--- config.mk ---
export PLATFORM = sky130hd
export DESIGN_NAME = eds_top
export DESIGN_NICKNAME = d
export VERILOG_FILES = /design/src/eds_pkg.sv /design/src/eds_stat_if.sv /design/src/eds_top.sv /design/src/eds_tx_status.sv /design/src/eds_rx_status.sv
export SDC_FILE = /design/constraint.sdc
export NUM_CORES = 1
export LEC_CHECK = 0
export ABC_AREA = 1
export BUFFER_PORTS_ARGS = -buffer_cell sky130_fd_sc_hd__buf_2
export CAP_MARGIN = 20
export CELL_PAD_IN_SITES_DETAIL_PLACEMENT = 2
export CELL_PAD_IN_SITES_GLOBAL_PLACEMENT = 2
export CORE_UTILIZATION = 26
export DETAILED_ROUTE_END_ITERATION = 12
export PLACE_DENSITY = 0.82
export SYNTH_ARGS = -nofsm -noshare
export SYNTH_HDL_FRONTEND = slang
export SYNTH_SLANG_ARGS = --single-unit
--- constraint.sdc ---
create_clock -name clock_i -period 2.3 [get_ports clock_i]
set_clock_uncertainty 0.05 [all_clocks]
set_input_delay 0.115 -clock clock_i [delete_from_list [all_inputs] [get_ports clock_i]]
set_output_delay 0.115 -clock clock_i [all_outputs]
set_load 0.05 [all_outputs]
--- src/eds_pkg.sv ---
package eds_pkg;

   // ---------------------------------------------------------------
   // Register map
   // ---------------------------------------------------------------
   localparam logic [11:0] OFS_CTRL      = 12'h000;
   localparam logic [11:0] OFS_TX_LAST   = 12'h004;
   localparam logic [11:0] OFS_RX_LAST   = 12'h008;
   localparam logic [11:0] OFS_RX_BUFLEN = 12'h00C;

   localparam int          CTRL_MCE_BIT   = 7;
   localparam logic        CTRL_MCE_RST   = 1'b0;
   localparam logic [15:0] RX_BUFLEN_RST  = 16'h0000;
   localparam logic [31:0] WORD_RST       = 32'h0000_0000;

   // ---------------------------------------------------------------
   // Transmit status word layout
   // ---------------------------------------------------------------
   localparam int TX_ERR_W     = 5;
   localparam int TX_ABORT_BIT = 8;
   localparam int TX_SUM_BIT   = 27;

   // ---------------------------------------------------------------
   // Receive status word layout
   // ---------------------------------------------------------------
   localparam int RX_EV_W      = 10;
   localparam int RX_CRC_BIT   = 0;
   localparam int RX_PHY_BIT   = 1;
   localparam int RX_SHORT_BIT = 2;
   localparam int RX_LONG_BIT  = 3;
   localparam int RX_RESID_BIT = 4;
   localparam int RX_DISC_BIT  = 5;
   localparam int RX_RSV6_BIT  = 6;
   localparam int RX_MCAST_BIT = 7;
   localparam int RX_ABORT_BIT = 8;
   localparam int RX_OVF_BIT   = 9;
   localparam int RX_SUM_BIT   = 27;
   localparam int RX_FP0_BIT   = 28;
   localparam int RX_FP1_BIT   = 29;
   localparam int RX_LAST_BIT  = 30;
   localparam int RX_LEN_W     = 16;

endpackage : eds_pkg

--- src/eds_stat_if.sv ---
`timescale 1ns/10ps
interface eds_stat_if;
   logic        tx_done;
   logic [4:0]  tx_err;
   logic [31:0] tx_word;
   logic        rx_done;
   logic [9:0]  rx_ev;
   logic        rx_mce;
   logic        rx_full;
   logic [1:0]  rx_pos;
   logic        rx_last;
   logic [31:0] rx_word;

   modport txc (input tx_done, tx_err, output tx_word);
   modport rxc (input rx_done, rx_ev, rx_mce, rx_full, rx_pos, rx_last,
                output rx_word);
endinterface : eds_stat_if

--- src/eds_top.sv ---
// Contract
// RL1 - Transmit word bit 27 is the OR of transmit status bits 26 to 0.
// RL2 - Transmit bit 27 one means error during send, zero means clean.
// RL3 - Transmit abort bit 8 is set when any of bits 4 to 0 is set.
// RL4 - A set transmit abort bit also sets transmit bit 27.
// RL5 - Receive word bit 27 is set when any receive status bit is set.
// RL6 - Receive error summary starts at zero until an error is recorded.
// RL7 - Copy-enable setting decides whether multicast joins receive status.
// RL8 - Receive bit 9 reports a receive FIFO overflow for the frame.
// RL9 - Receive abort bit 8 is OR of bits 9, 7 and 4 to 0.
// RL10 - A set receive abort bit also sets receive bit 27.
// RL11 - Receive bit 7 reports a multicast destination address.
// RL12 - Receive bit 5 reports discard request in full variant only.
// RL13 - Receive bit 4 reports a residual non-octet bit count.
// RL14 - Receive bit 3 reports a frame longer than the maximum.
// RL15 - Receive bit 2 reports a frame shorter than the minimum.
// RL16 - Receive bit 1 reports a transceiver receive error.
// RL17 - Receive bit 0 reports a wrong frame check sequence.
// RL18 - Copy-enable resets to zero; one suppresses multicast bit 7.
// RL19 - Receive descriptor: status, lengths, buffer address, then padding.
// RL20 - Reserved status positions are written as zero.
//
// The implementer's own choices: the APB interface to the registers and the register offsets.
`timescale 1ns/10ps
module eds_top
   import eds_pkg::*;
#(
   parameter int   ADDR_W       = 12,
   parameter logic FULL_VARIANT = 1'b1
)
(
   input  wire logic              clock_i,
   input  wire logic              rst_i,
   input  wire logic              psel_i,
   input  wire logic              penable_i,
   input  wire logic              pwrite_i,
   input  wire logic [ADDR_W-1:0] paddr_i,
   input  wire logic [31:0]       pwdata_i,
   output logic      [31:0]       prdata_o,
   output logic                   pready_o,
   output logic                   pslverr_o,
   input  wire logic              tx_done_i,
   input  wire logic [4:0]        tx_err_i,
   input  wire logic              rx_done_i,
   input  wire logic              rx_overflow_i,
   input  wire logic              rx_multicast_i,
   input  wire logic              rx_discard_i,
   input  wire logic              rx_residual_i,
   input  wire logic              rx_too_long_i,
   input  wire logic              rx_too_short_i,
   input  wire logic              rx_phy_err_i,
   input  wire logic              rx_crc_err_i,
   input  wire logic [1:0]        rx_frame_pos_i,
   input  wire logic              rx_last_desc_i,
   input  wire logic [15:0]       rx_data_len_i,
   input  wire logic [31:0]       rx_buf_addr_i,
   output logic                   tx_wb_valid_o,
   output logic      [31:0]       tx_desc_word0_o,
   output logic                   rx_wb_valid_o,
   output logic      [31:0]       rx_desc_word0_o,
   output logic      [31:0]       rx_desc_word1_o,
   output logic      [31:0]       rx_desc_word2_o
);

   // ---------------------------------------------------------------
   // Status composers
   // ---------------------------------------------------------------
   eds_stat_if st ();

   logic               mce_ff;
   logic               nxt_mce;
   logic [RX_LEN_W-1:0] buflen_ff;
   logic [RX_LEN_W-1:0] nxt_buflen;

   assign st.tx_done = tx_done_i;
   assign st.tx_err  = tx_err_i;
   assign st.rx_done = rx_done_i;
   assign st.rx_ev   = {rx_overflow_i, 1'b0, rx_multicast_i, 1'b0,
                        rx_discard_i, rx_residual_i, rx_too_long_i,
                        rx_too_short_i, rx_phy_err_i, rx_crc_err_i};
   assign st.rx_mce  = mce_ff;
   assign st.rx_full = FULL_VARIANT;
   assign st.rx_pos  = rx_frame_pos_i;
   assign st.rx_last = rx_last_desc_i;

   eds_tx_status u_tx (
      .clock_i (clock_i),
      .rst_i   (rst_i),
      .st      (st.txc)
   );

   eds_rx_status u_rx (
      .clock_i (clock_i),
      .rst_i   (rst_i),
      .st      (st.rxc)
   );

   // ---------------------------------------------------------------
   // APB slave
   // ---------------------------------------------------------------
   logic [31:0] prdata_ff;
   logic [31:0] nxt_prdata;
   logic        pready_ff;
   logic        nxt_pready;
   logic        pslverr_ff;
   logic        nxt_pslverr;
   logic        setup;
   logic        access;
   logic        hit;
   logic [31:0] rd_word;

   // Every access gets exactly one wait-free access cycle; the read
   // word is captured in the setup cycle so it is stable while ready.
   always_comb begin
      setup   = psel_i & ~penable_i;
      access  = psel_i & penable_i & pready_ff;
      hit     = 1'b1;
      rd_word = WORD_RST;
      unique case (paddr_i)
         OFS_CTRL:      rd_word[CTRL_MCE_BIT] = mce_ff;
         OFS_TX_LAST:   rd_word = tx_desc_word0_o;
         OFS_RX_LAST:   rd_word = rx_desc_word0_o;
         OFS_RX_BUFLEN: rd_word[RX_LEN_W-1:0] = buflen_ff;
         default:       hit = 1'b0;
      endcase
      nxt_pready  = setup;
      nxt_pslverr = setup & ~hit;
      nxt_prdata  = (setup & ~pwrite_i) ? rd_word : WORD_RST;
      nxt_mce     = mce_ff;
      nxt_buflen  = buflen_ff;
      if (access & pwrite_i & ~pslverr_ff) begin
         if (paddr_i == OFS_CTRL) begin
            nxt_mce = pwdata_i[CTRL_MCE_BIT];                 // RL18
         end
         if (paddr_i == OFS_RX_BUFLEN) begin
            nxt_buflen = pwdata_i[RX_LEN_W-1:0];
         end
      end
   end

   always_ff @(posedge clock_i) begin
      if (rst_i) begin
         prdata_ff  <= WORD_RST;
         pready_ff  <= 1'b0;
         pslverr_ff <= 1'b0;
         mce_ff     <= CTRL_MCE_RST;                          // RL18
         buflen_ff  <= RX_BUFLEN_RST;
      end else begin
         prdata_ff  <= nxt_prdata;
         pready_ff  <= nxt_pready;
         pslverr_ff <= nxt_pslverr;
         mce_ff     <= nxt_mce;
         buflen_ff  <= nxt_buflen;
      end
   end

   assign prdata_o  = prdata_ff;
   assign pready_o  = pready_ff;
   assign pslverr_o = pslverr_ff;

   // ---------------------------------------------------------------
   // Descriptor write-back
   // ---------------------------------------------------------------
   logic        tx_val_ff;
   logic        nxt_tx_val;
   logic [31:0] tx_w0_ff;
   logic [31:0] nxt_tx_w0;
   logic        rx_val_ff;
   logic        nxt_rx_val;
   logic [31:0] rx_w0_ff;
   logic [31:0] nxt_rx_w0;
   logic [31:0] rx_w1_ff;
   logic [31:0] nxt_rx_w1;
   logic [31:0] rx_w2_ff;
   logic [31:0] nxt_rx_w2;

   // Words hold their last value between frames so software can read
   // the most recent status back.
   always_comb begin
      nxt_tx_val = tx_done_i;
      nxt_tx_w0  = tx_done_i ? st.tx_word : tx_w0_ff;         // RL1
      nxt_rx_val = rx_done_i;
      nxt_rx_w0  = rx_done_i ? st.rx_word : rx_w0_ff;         // RL5
      nxt_rx_w1  = rx_done_i ? {buflen_ff, rx_data_len_i} : rx_w1_ff; // RL19
      nxt_rx_w2  = rx_done_i ? rx_buf_addr_i : rx_w2_ff;
   end

   always_ff @(posedge clock_i) begin
      if (rst_i) begin
         tx_val_ff <= 1'b0;
         tx_w0_ff  <= WORD_RST;
         rx_val_ff <= 1'b0;
         rx_w0_ff  <= WORD_RST;                               // RL6
         rx_w1_ff  <= WORD_RST;
         rx_w2_ff  <= WORD_RST;
      end else begin
         tx_val_ff <= nxt_tx_val;
         tx_w0_ff  <= nxt_tx_w0;
         rx_val_ff <= nxt_rx_val;
         rx_w0_ff  <= nxt_rx_w0;
         rx_w1_ff  <= nxt_rx_w1;
         rx_w2_ff  <= nxt_rx_w2;
      end
   end

   assign tx_wb_valid_o   = tx_val_ff;
   assign tx_desc_word0_o = tx_w0_ff;
   assign rx_wb_valid_o   = rx_val_ff;
   assign rx_desc_word0_o = rx_w0_ff;
   assign rx_desc_word1_o = rx_w1_ff;
   assign rx_desc_word2_o = rx_w2_ff;
endmodule : eds_top

--- src/eds_tx_status.sv ---
`timescale 1ns/10ps
module eds_tx_status
   import eds_pkg::*;
(
   input wire logic clock_i,
   input wire logic rst_i,
   eds_stat_if.txc  st
);

   logic [TX_ERR_W-1:0] acc_ff;
   logic [TX_ERR_W-1:0] nxt_acc;
   logic [TX_ERR_W-1:0] seen;
   logic [31:0]         word;

   // Errors seen in the ending cycle still belong to this frame.
   always_comb begin
      seen    = acc_ff | st.tx_err;
      nxt_acc = st.tx_done ? '0 : seen;
      word    = WORD_RST;                                    // RL20
      word[TX_ERR_W-1:0] = seen;
      word[TX_ABORT_BIT] = |seen;                            // RL3
      word[TX_SUM_BIT]   = |word[TX_SUM_BIT-1:0];            // RL1 RL2 RL4
      st.tx_word = word;
   end

   always_ff @(posedge clock_i) begin
      if (rst_i) begin
         acc_ff <= '0;
      end else begin
         acc_ff <= nxt_acc;
      end
   end

endmodule : eds_tx_status

--- src/eds_rx_status.sv ---
`timescale 1ns/10ps
module eds_rx_status
   import eds_pkg::*;
(
   input wire logic clock_i,
   input wire logic rst_i,
   eds_stat_if.rxc  st
);

   logic [RX_EV_W-1:0] acc_ff;
   logic [RX_EV_W-1:0] nxt_acc;
   logic [RX_EV_W-1:0] ev;
   logic [RX_EV_W-1:0] seen;
   logic [31:0]        word;

   // Masking happens before accumulation, so a suppressed multicast
   // indication never reaches the abort or summary bits.
   always_comb begin
      ev = st.rx_ev;
      ev[RX_MCAST_BIT] = st.rx_ev[RX_MCAST_BIT] & ~st.rx_mce; // RL7 RL18
      ev[RX_DISC_BIT]  = st.rx_ev[RX_DISC_BIT] & st.rx_full;  // RL12
      ev[RX_RSV6_BIT]  = 1'b0;                                // RL20
      ev[RX_ABORT_BIT] = 1'b0;
      seen    = acc_ff | ev;
      nxt_acc = st.rx_done ? '0 : seen;
      word    = WORD_RST;                                     // RL20
      word[RX_EV_W-1:0] = seen;                 // RL8 RL11 RL13 RL14 RL15
      word[RX_ABORT_BIT] = seen[RX_OVF_BIT] | seen[RX_MCAST_BIT]
                         | (|seen[RX_RESID_BIT:RX_CRC_BIT]);  // RL9
      word[RX_SUM_BIT]  = |word[RX_SUM_BIT-1:0];              // RL5 RL10
      word[RX_FP0_BIT]  = st.rx_pos[0];                       // RL19
      word[RX_FP1_BIT]  = st.rx_pos[1];
      word[RX_LAST_BIT] = st.rx_last;
      st.rx_word = word;
   end

   always_ff @(posedge clock_i) begin
      if (rst_i) begin
         acc_ff <= '0;
      end else begin
         acc_ff <= nxt_acc;                                   // RL16 RL17
      end
   end

endmodule : eds_rx_status

# == Word level (Yosys, flattened, before mapping) ==
# Index checks and enable logic that the tools add are counted.
# word_totals
register_bits,152
inputBits,115
out_inout_bits,164
word_cells,49
# op_classes
n_eq_ne,3
mux,5
n_bitwise,18
n_reduce_logical,10
# op_table
op,n
case mux 15 bit (2 select lines),1
== test 12 x 4 -> 1 bit (second input constant),2
case mux 8 bit (3 select lines),1
case mux 7 bit (3 select lines),1
== test 12 x 3 -> 1 bit (second input constant),1
zero test 12 bit,1
bitwise OR 10 bit,1
OR reduction 10 bit,1
OR reduction 5 bit,2
AND 1 bit,8
inverter 1 bit,6
OR reduction 2 bit,3
bitwise OR 5 bit,1
AND reduction 2 bit,2
OR reduction 4 bit,1
case mux 1 bit (3 select lines),1
bitwise OR 1 bit,2
two-way mux 1 bit,1

# == Longest topological paths before layout ==
# logic_depth
depth_word,6
depth_mapped,9
mapped_depth_nobuf,7

# == Cells and area by module ==
# Synthesis repeated with hierarchy kept, for this count alone.
# unflattened
hier_cells,998
area_unflattened_um2,7512.2
# modules_own_cells
mod,instances,cells_per_inst,area_per_inst_um2,seq_area_each_um2
eds_top,1,878,6621.4,3623.5
eds_rx_status,1,67,503.0,160.2
eds_tx_status,1,53,387.9,100.1

# == Least setup slack after synthesis ==
# Ideal clock, no wire load.
# synth_path
path_type,register to register
from,"reg pready_ff, in the netlist pready_o"
to,reg buflen_ff[10]
setup_ps,113
t_arrival_ps,1334
setup_slack_ps,803
stages_incl_launch_ff,7
path_buffers,1
period_less_slack_ps,1497
path_cell_list,dfxtp_1 > nand2_1 > nor3_2 > nand3_2 > buf_2 > nor2_1 > nor2_1
# synth_via
elab_chain_cells,4
# synth_lines
element,line_no,source
from (decl),eds_top.sv:103,logic pready_ff;
from (signal assigned),eds_top.sv:150,pready_ff <= nxt_pready;
AND 1 bit,eds_top.sv:116,access = psel_i & penable_i & pready_ff;
AND 1 bit (2 in series),eds_top.sv:131,if (access & pwrite_i & ~pslverr_ff) begin
AND reduction 2 bit (no source line),-,
to (signal assigned),eds_top.sv:153,buflen_ff <= nxt_buflen;
to (decl),eds_top.sv:72,logic [RX_LEN_W-1:0] buflen_ff;
# Every way passes these cells.
# A chain may end at the register's enable or synchronous reset.

# == Final worst setup path ==
# layout_path
from,reg mce_ff
to,"reg rx_w0_ff[8], in the netlist rx_desc_word0_o[8]"
# layout_via
elab_chain_cells,5
# layout_lines
element,line_no,source
from (decl),eds_top.sv:70,logic mce_ff;
from (signal assigned),eds_top.sv:152,mce_ff <= nxt_mce;
inverter 1 bit,eds_rx_status.sv:20,ev[RX_MCAST_BIT] = st.rx_ev[RX_MCAST_BIT] & ~st.rx_mce;
AND 1 bit,eds_rx_status.sv:20,
bitwise OR 10 bit,eds_rx_status.sv:24,seen = acc_ff | ev;
bitwise OR 1 bit,eds_rx_status.sv:28,word[RX_ABORT_BIT] = seen[RX_OVF_BIT] | seen[RX_MCAST_BIT]
bitwise OR 1 bit,eds_rx_status.sv:29,| (|seen[RX_RESID_BIT:RX_CRC_BIT]);
to (signal assigned),eds_top.sv:200,rx_w0_ff <= nxt_rx_w0;
to (decl),eds_top.sv:170,logic [31:0] rx_w0_ff;
# Every way passes these cells.

==> results.md <==
- Status: finished clean
- Min cycle time layout: 1.434 ns
- Yosys top cell area share: 0.5447
- Area contributors post-synth: dfxtp_1, buf_4, a22o_1
- Area Growth Syn to Fin: 49.35%
- Antenna diode instance count: 0
- Drt pass-1 iters: 4
- Fin crit share: 0.6235
- Worst-skew pair later-pin latency: 0.41 ns
- Initial antenna violation count: 0
- Largest net degree at the start of global routing: 38
- Post-synth EDFFs: 0
- Die X: 141.2 µm
- CP startpoint kind: register
- Post-synthesis register bit count: 137
- Starting density of the core: 0.2674
- Crit path max fanout: 3
- Clk slew on worst S/H paths: 0.06 ns
- Worst EP required: 2.53 ns
- Share of cells above drive strength 1: 0.3038
- Clock Tree Root: clkbuf_16
- # port buffers: 206
- Pwr dens: 834.7 nW/µm²
- Routed WL per cell: 17.94 µm
- Final wirelength: 20250 µm
- Reg power frac: 0.402
- Main synth FF type: dfxtp_1
- Remaining global-route overflow: 0
- Full die area: 19920 µm²
- Unrepaired setup endpoints after global routing: no
- RD Place Congestion: 0.7331
- Core area: 18830 µm²
- Async SR Flop Fraction: 0
- Internal power: 4.355 mW
- Wire length of the first global-routing pass: 30920 µm
- DRC violations left: 0
- Number of global-route vias before repair: 5391
- Synthesized area per cell: 8.911 µm²
- Net Sw Frac: 0.3061
- Post-cts sizing count: 0
- Core Util, Final: 0.3993
- # rows: 50
- Psw: 1.921 mW
- CTS tree: done
- Nets: 971
- I/O pins: 279
- Area leader, netlist: dfxtp_1
- Detail Route Antenna Nets: 0
- Clk pwr share: 0.443
- Setup Crit Path Kind: reg2reg
- Die Span Y: 141.2 µm
- Clock Tree Buf Depth: 2
- Fmax: 697.3 MHz
- Via density: 4.307
- Worst slew pin tran: 0.6041 ns
- DRT iter0 DRCs: 136
- HP Class: in2reg
- Post-synthesis sequential area ratio: 0.5447
- Count of cell types in the netlist: 25
- H-tree Lvls: 4
- Syn. warnings: 0
- Fin Setup TNS: 0 ns
- WP data arrival: 1.66 ns
- Comb power frac: 0.155
- Worst VDD drop: 0.4236 mV
- Total CTS buffers: 17
- Clock sinks: 137
- Vias: 4863
- Leak Pwr: 3.783 nW
- MaxCap Viol Count: 0
- Critical Path End Type: register
- Count leader, synth: dfxtp_1
- Max Slew Vio Count: 0
- Hold Violations, Final: 0
- Top post-synthesis cells by count: dfxtp_1, nand2_1, nor2_1
- Syn Inst Count: 565
- Slew margin rel.: 0.5967
- Gr usage total: 0.2069
- Hpwl dp: 12250 µm
- Post-synthesis cell area: 5035 µm²
- Final setup violation count: 0
cells by family after synthesis:
family | count (synthesis) | share of synthesized area
other | 1 | 0.0007448
buffers and inverters | 123 | 0.1459
AOI/OAI and AO/OA | 88 | 0.1235
and+or+nand+nor | 216 | 0.1851
DFF | 137 | 0.5447
state kept, by name (all words and copies together) (netlist names):
register	cells
buflen_ff	16
mce_ff	1
prdata_o	20
pready_o	1
pslverr_o	1
rx_desc_word0_o	13
rx_desc_word1_o	32
rx_desc_word2_o	32
rx_wb_valid_o	1
tx_desc_word0_o	6
tx_wb_valid_o	1
u_rx.acc_ff	8
u_tx.acc_ff	5
power groups by stage:
stage / Sequential [mW] / Clock (mW) / Combinational [mW]
3_3_place_gp: 2.56 / 0 / 0.819
2_1_floorplan: 2.82 / 0 / 0.420
3_5_place_dp: 2.56 / 0 / 0.830
4_1_cts: 2.51 / 2.84 / 0.948
6_report: 2.52 / 2.78 / 0.976
5_1_grt: 2.53 / 2.96 / 1.02
worst paths after layout:
| kind | from | to | depth (start not counted) | slack [ns] |
|---|---|---|---|---|
| setup / recovery | mce_ff$_SDFFE_PP0P_ | rx_desc_word0_o[8]$_SDFFE_PP0P_ | 5 | 0.87 |
| hold / removal | psel_i | pslverr_o$_SDFF_PP0_ | 4 | 0.09 |
| setup reg to reg | mce_ff$_SDFFE_PP0P_ | rx_desc_word0_o[8]$_SDFFE_PP0P_ | 5 | 0.87 |
| hold reg to reg | rx_desc_word1_o[29]$_SDFFE_PP0P_ | rx_desc_word1_o[29]$_SDFFE_PP0P_ | 2 | 0.41 |
per-stage QoR:
stage	hold WS (ns)	std cells	total power, mW	area [µm²]	setup WS, ns
after detailed placement	0.2794	1014	3.395	6097	0.6513
final	0.08710	1129	6.277	7520	0.8659
after floorplan	0.1394	620	3.241	5241	0.8032
after CTS	0.06923	1129	6.300	7520	0.8299
after global routing	0.09184	1129	6.513	7520	0.7021
after global placement	0.2741	1014	3.378	6097	0.7287
final cells by class:
class	count	area, µm²
clock buffer	18	429.2
clock inverter	14	162.7
fill	2144	11310
inverter	41	153.9
multi-input combinational	360	1769
sequential	137	2743
tap	260	325.3
timing repair buffer	299	1937
critical path, stage by stage (launching register included):
cell and delay, ns:
dfxtp_1 0.32, inv_1 0.06, a21oi_1 0.29, nand3_1 0.17, o21ai_0 0.30, nand2_1 0.11
metal layers:
metal  GRT usage  up-vias  share of wire
li1            -     2309              -
met1      0.2298     2322           0.40
met2      0.3809      204           0.51
met3     0.04721       28          0.067
met4     0.07895        0          0.020
met5           0        -              0
cell usage in the layout, fill, tap and decap left out:
cell type / Yosys / layout
buf_2: 14 / 206
dfxtp_1: 137 / 137
nand2_1: 89 / 89
dlygate4sd3_1: 0 / 83
nor2_1: 65 / 65
conb_1: 1 / 56
a22o_1: 48 / 48
inv_1: 38 / 38
nand3_1: 35 / 35
o21ai_0: 33 / 33
clkbuf_16: 0 / 17
nor3_1: 10 / 10
buf_4: 58 / 10
inv_6: 0 / 5
nor2_4: 3 / 4
nor2_2: 5 / 4
o21ai_1: 4 / 4
clkinv_4: 0 / 4
inv_2: 3 / 3
nand2_2: 3 / 3
a21oi_1: 2 / 2
nand4_1: 2 / 2
bufinv_16: 0 / 2
or2_2: 1 / 1
nor3_2: 1 / 1
nand3_2: 1 / 1
o22ai_1: 1 / 1
and3_1: 1 / 1
clkinvlp_4: 0 / 1
clkbuf_1: 5 / 1
inv_8: 0 / 1
clkinv_2: 0 / 1
what timing repair did:
action                    in CTS  in global routing
hold buffers                  83                  0
hold endpoints to repair      94                  0
setup buffers                  0                  0
Power figures use the tool's default switching activity.
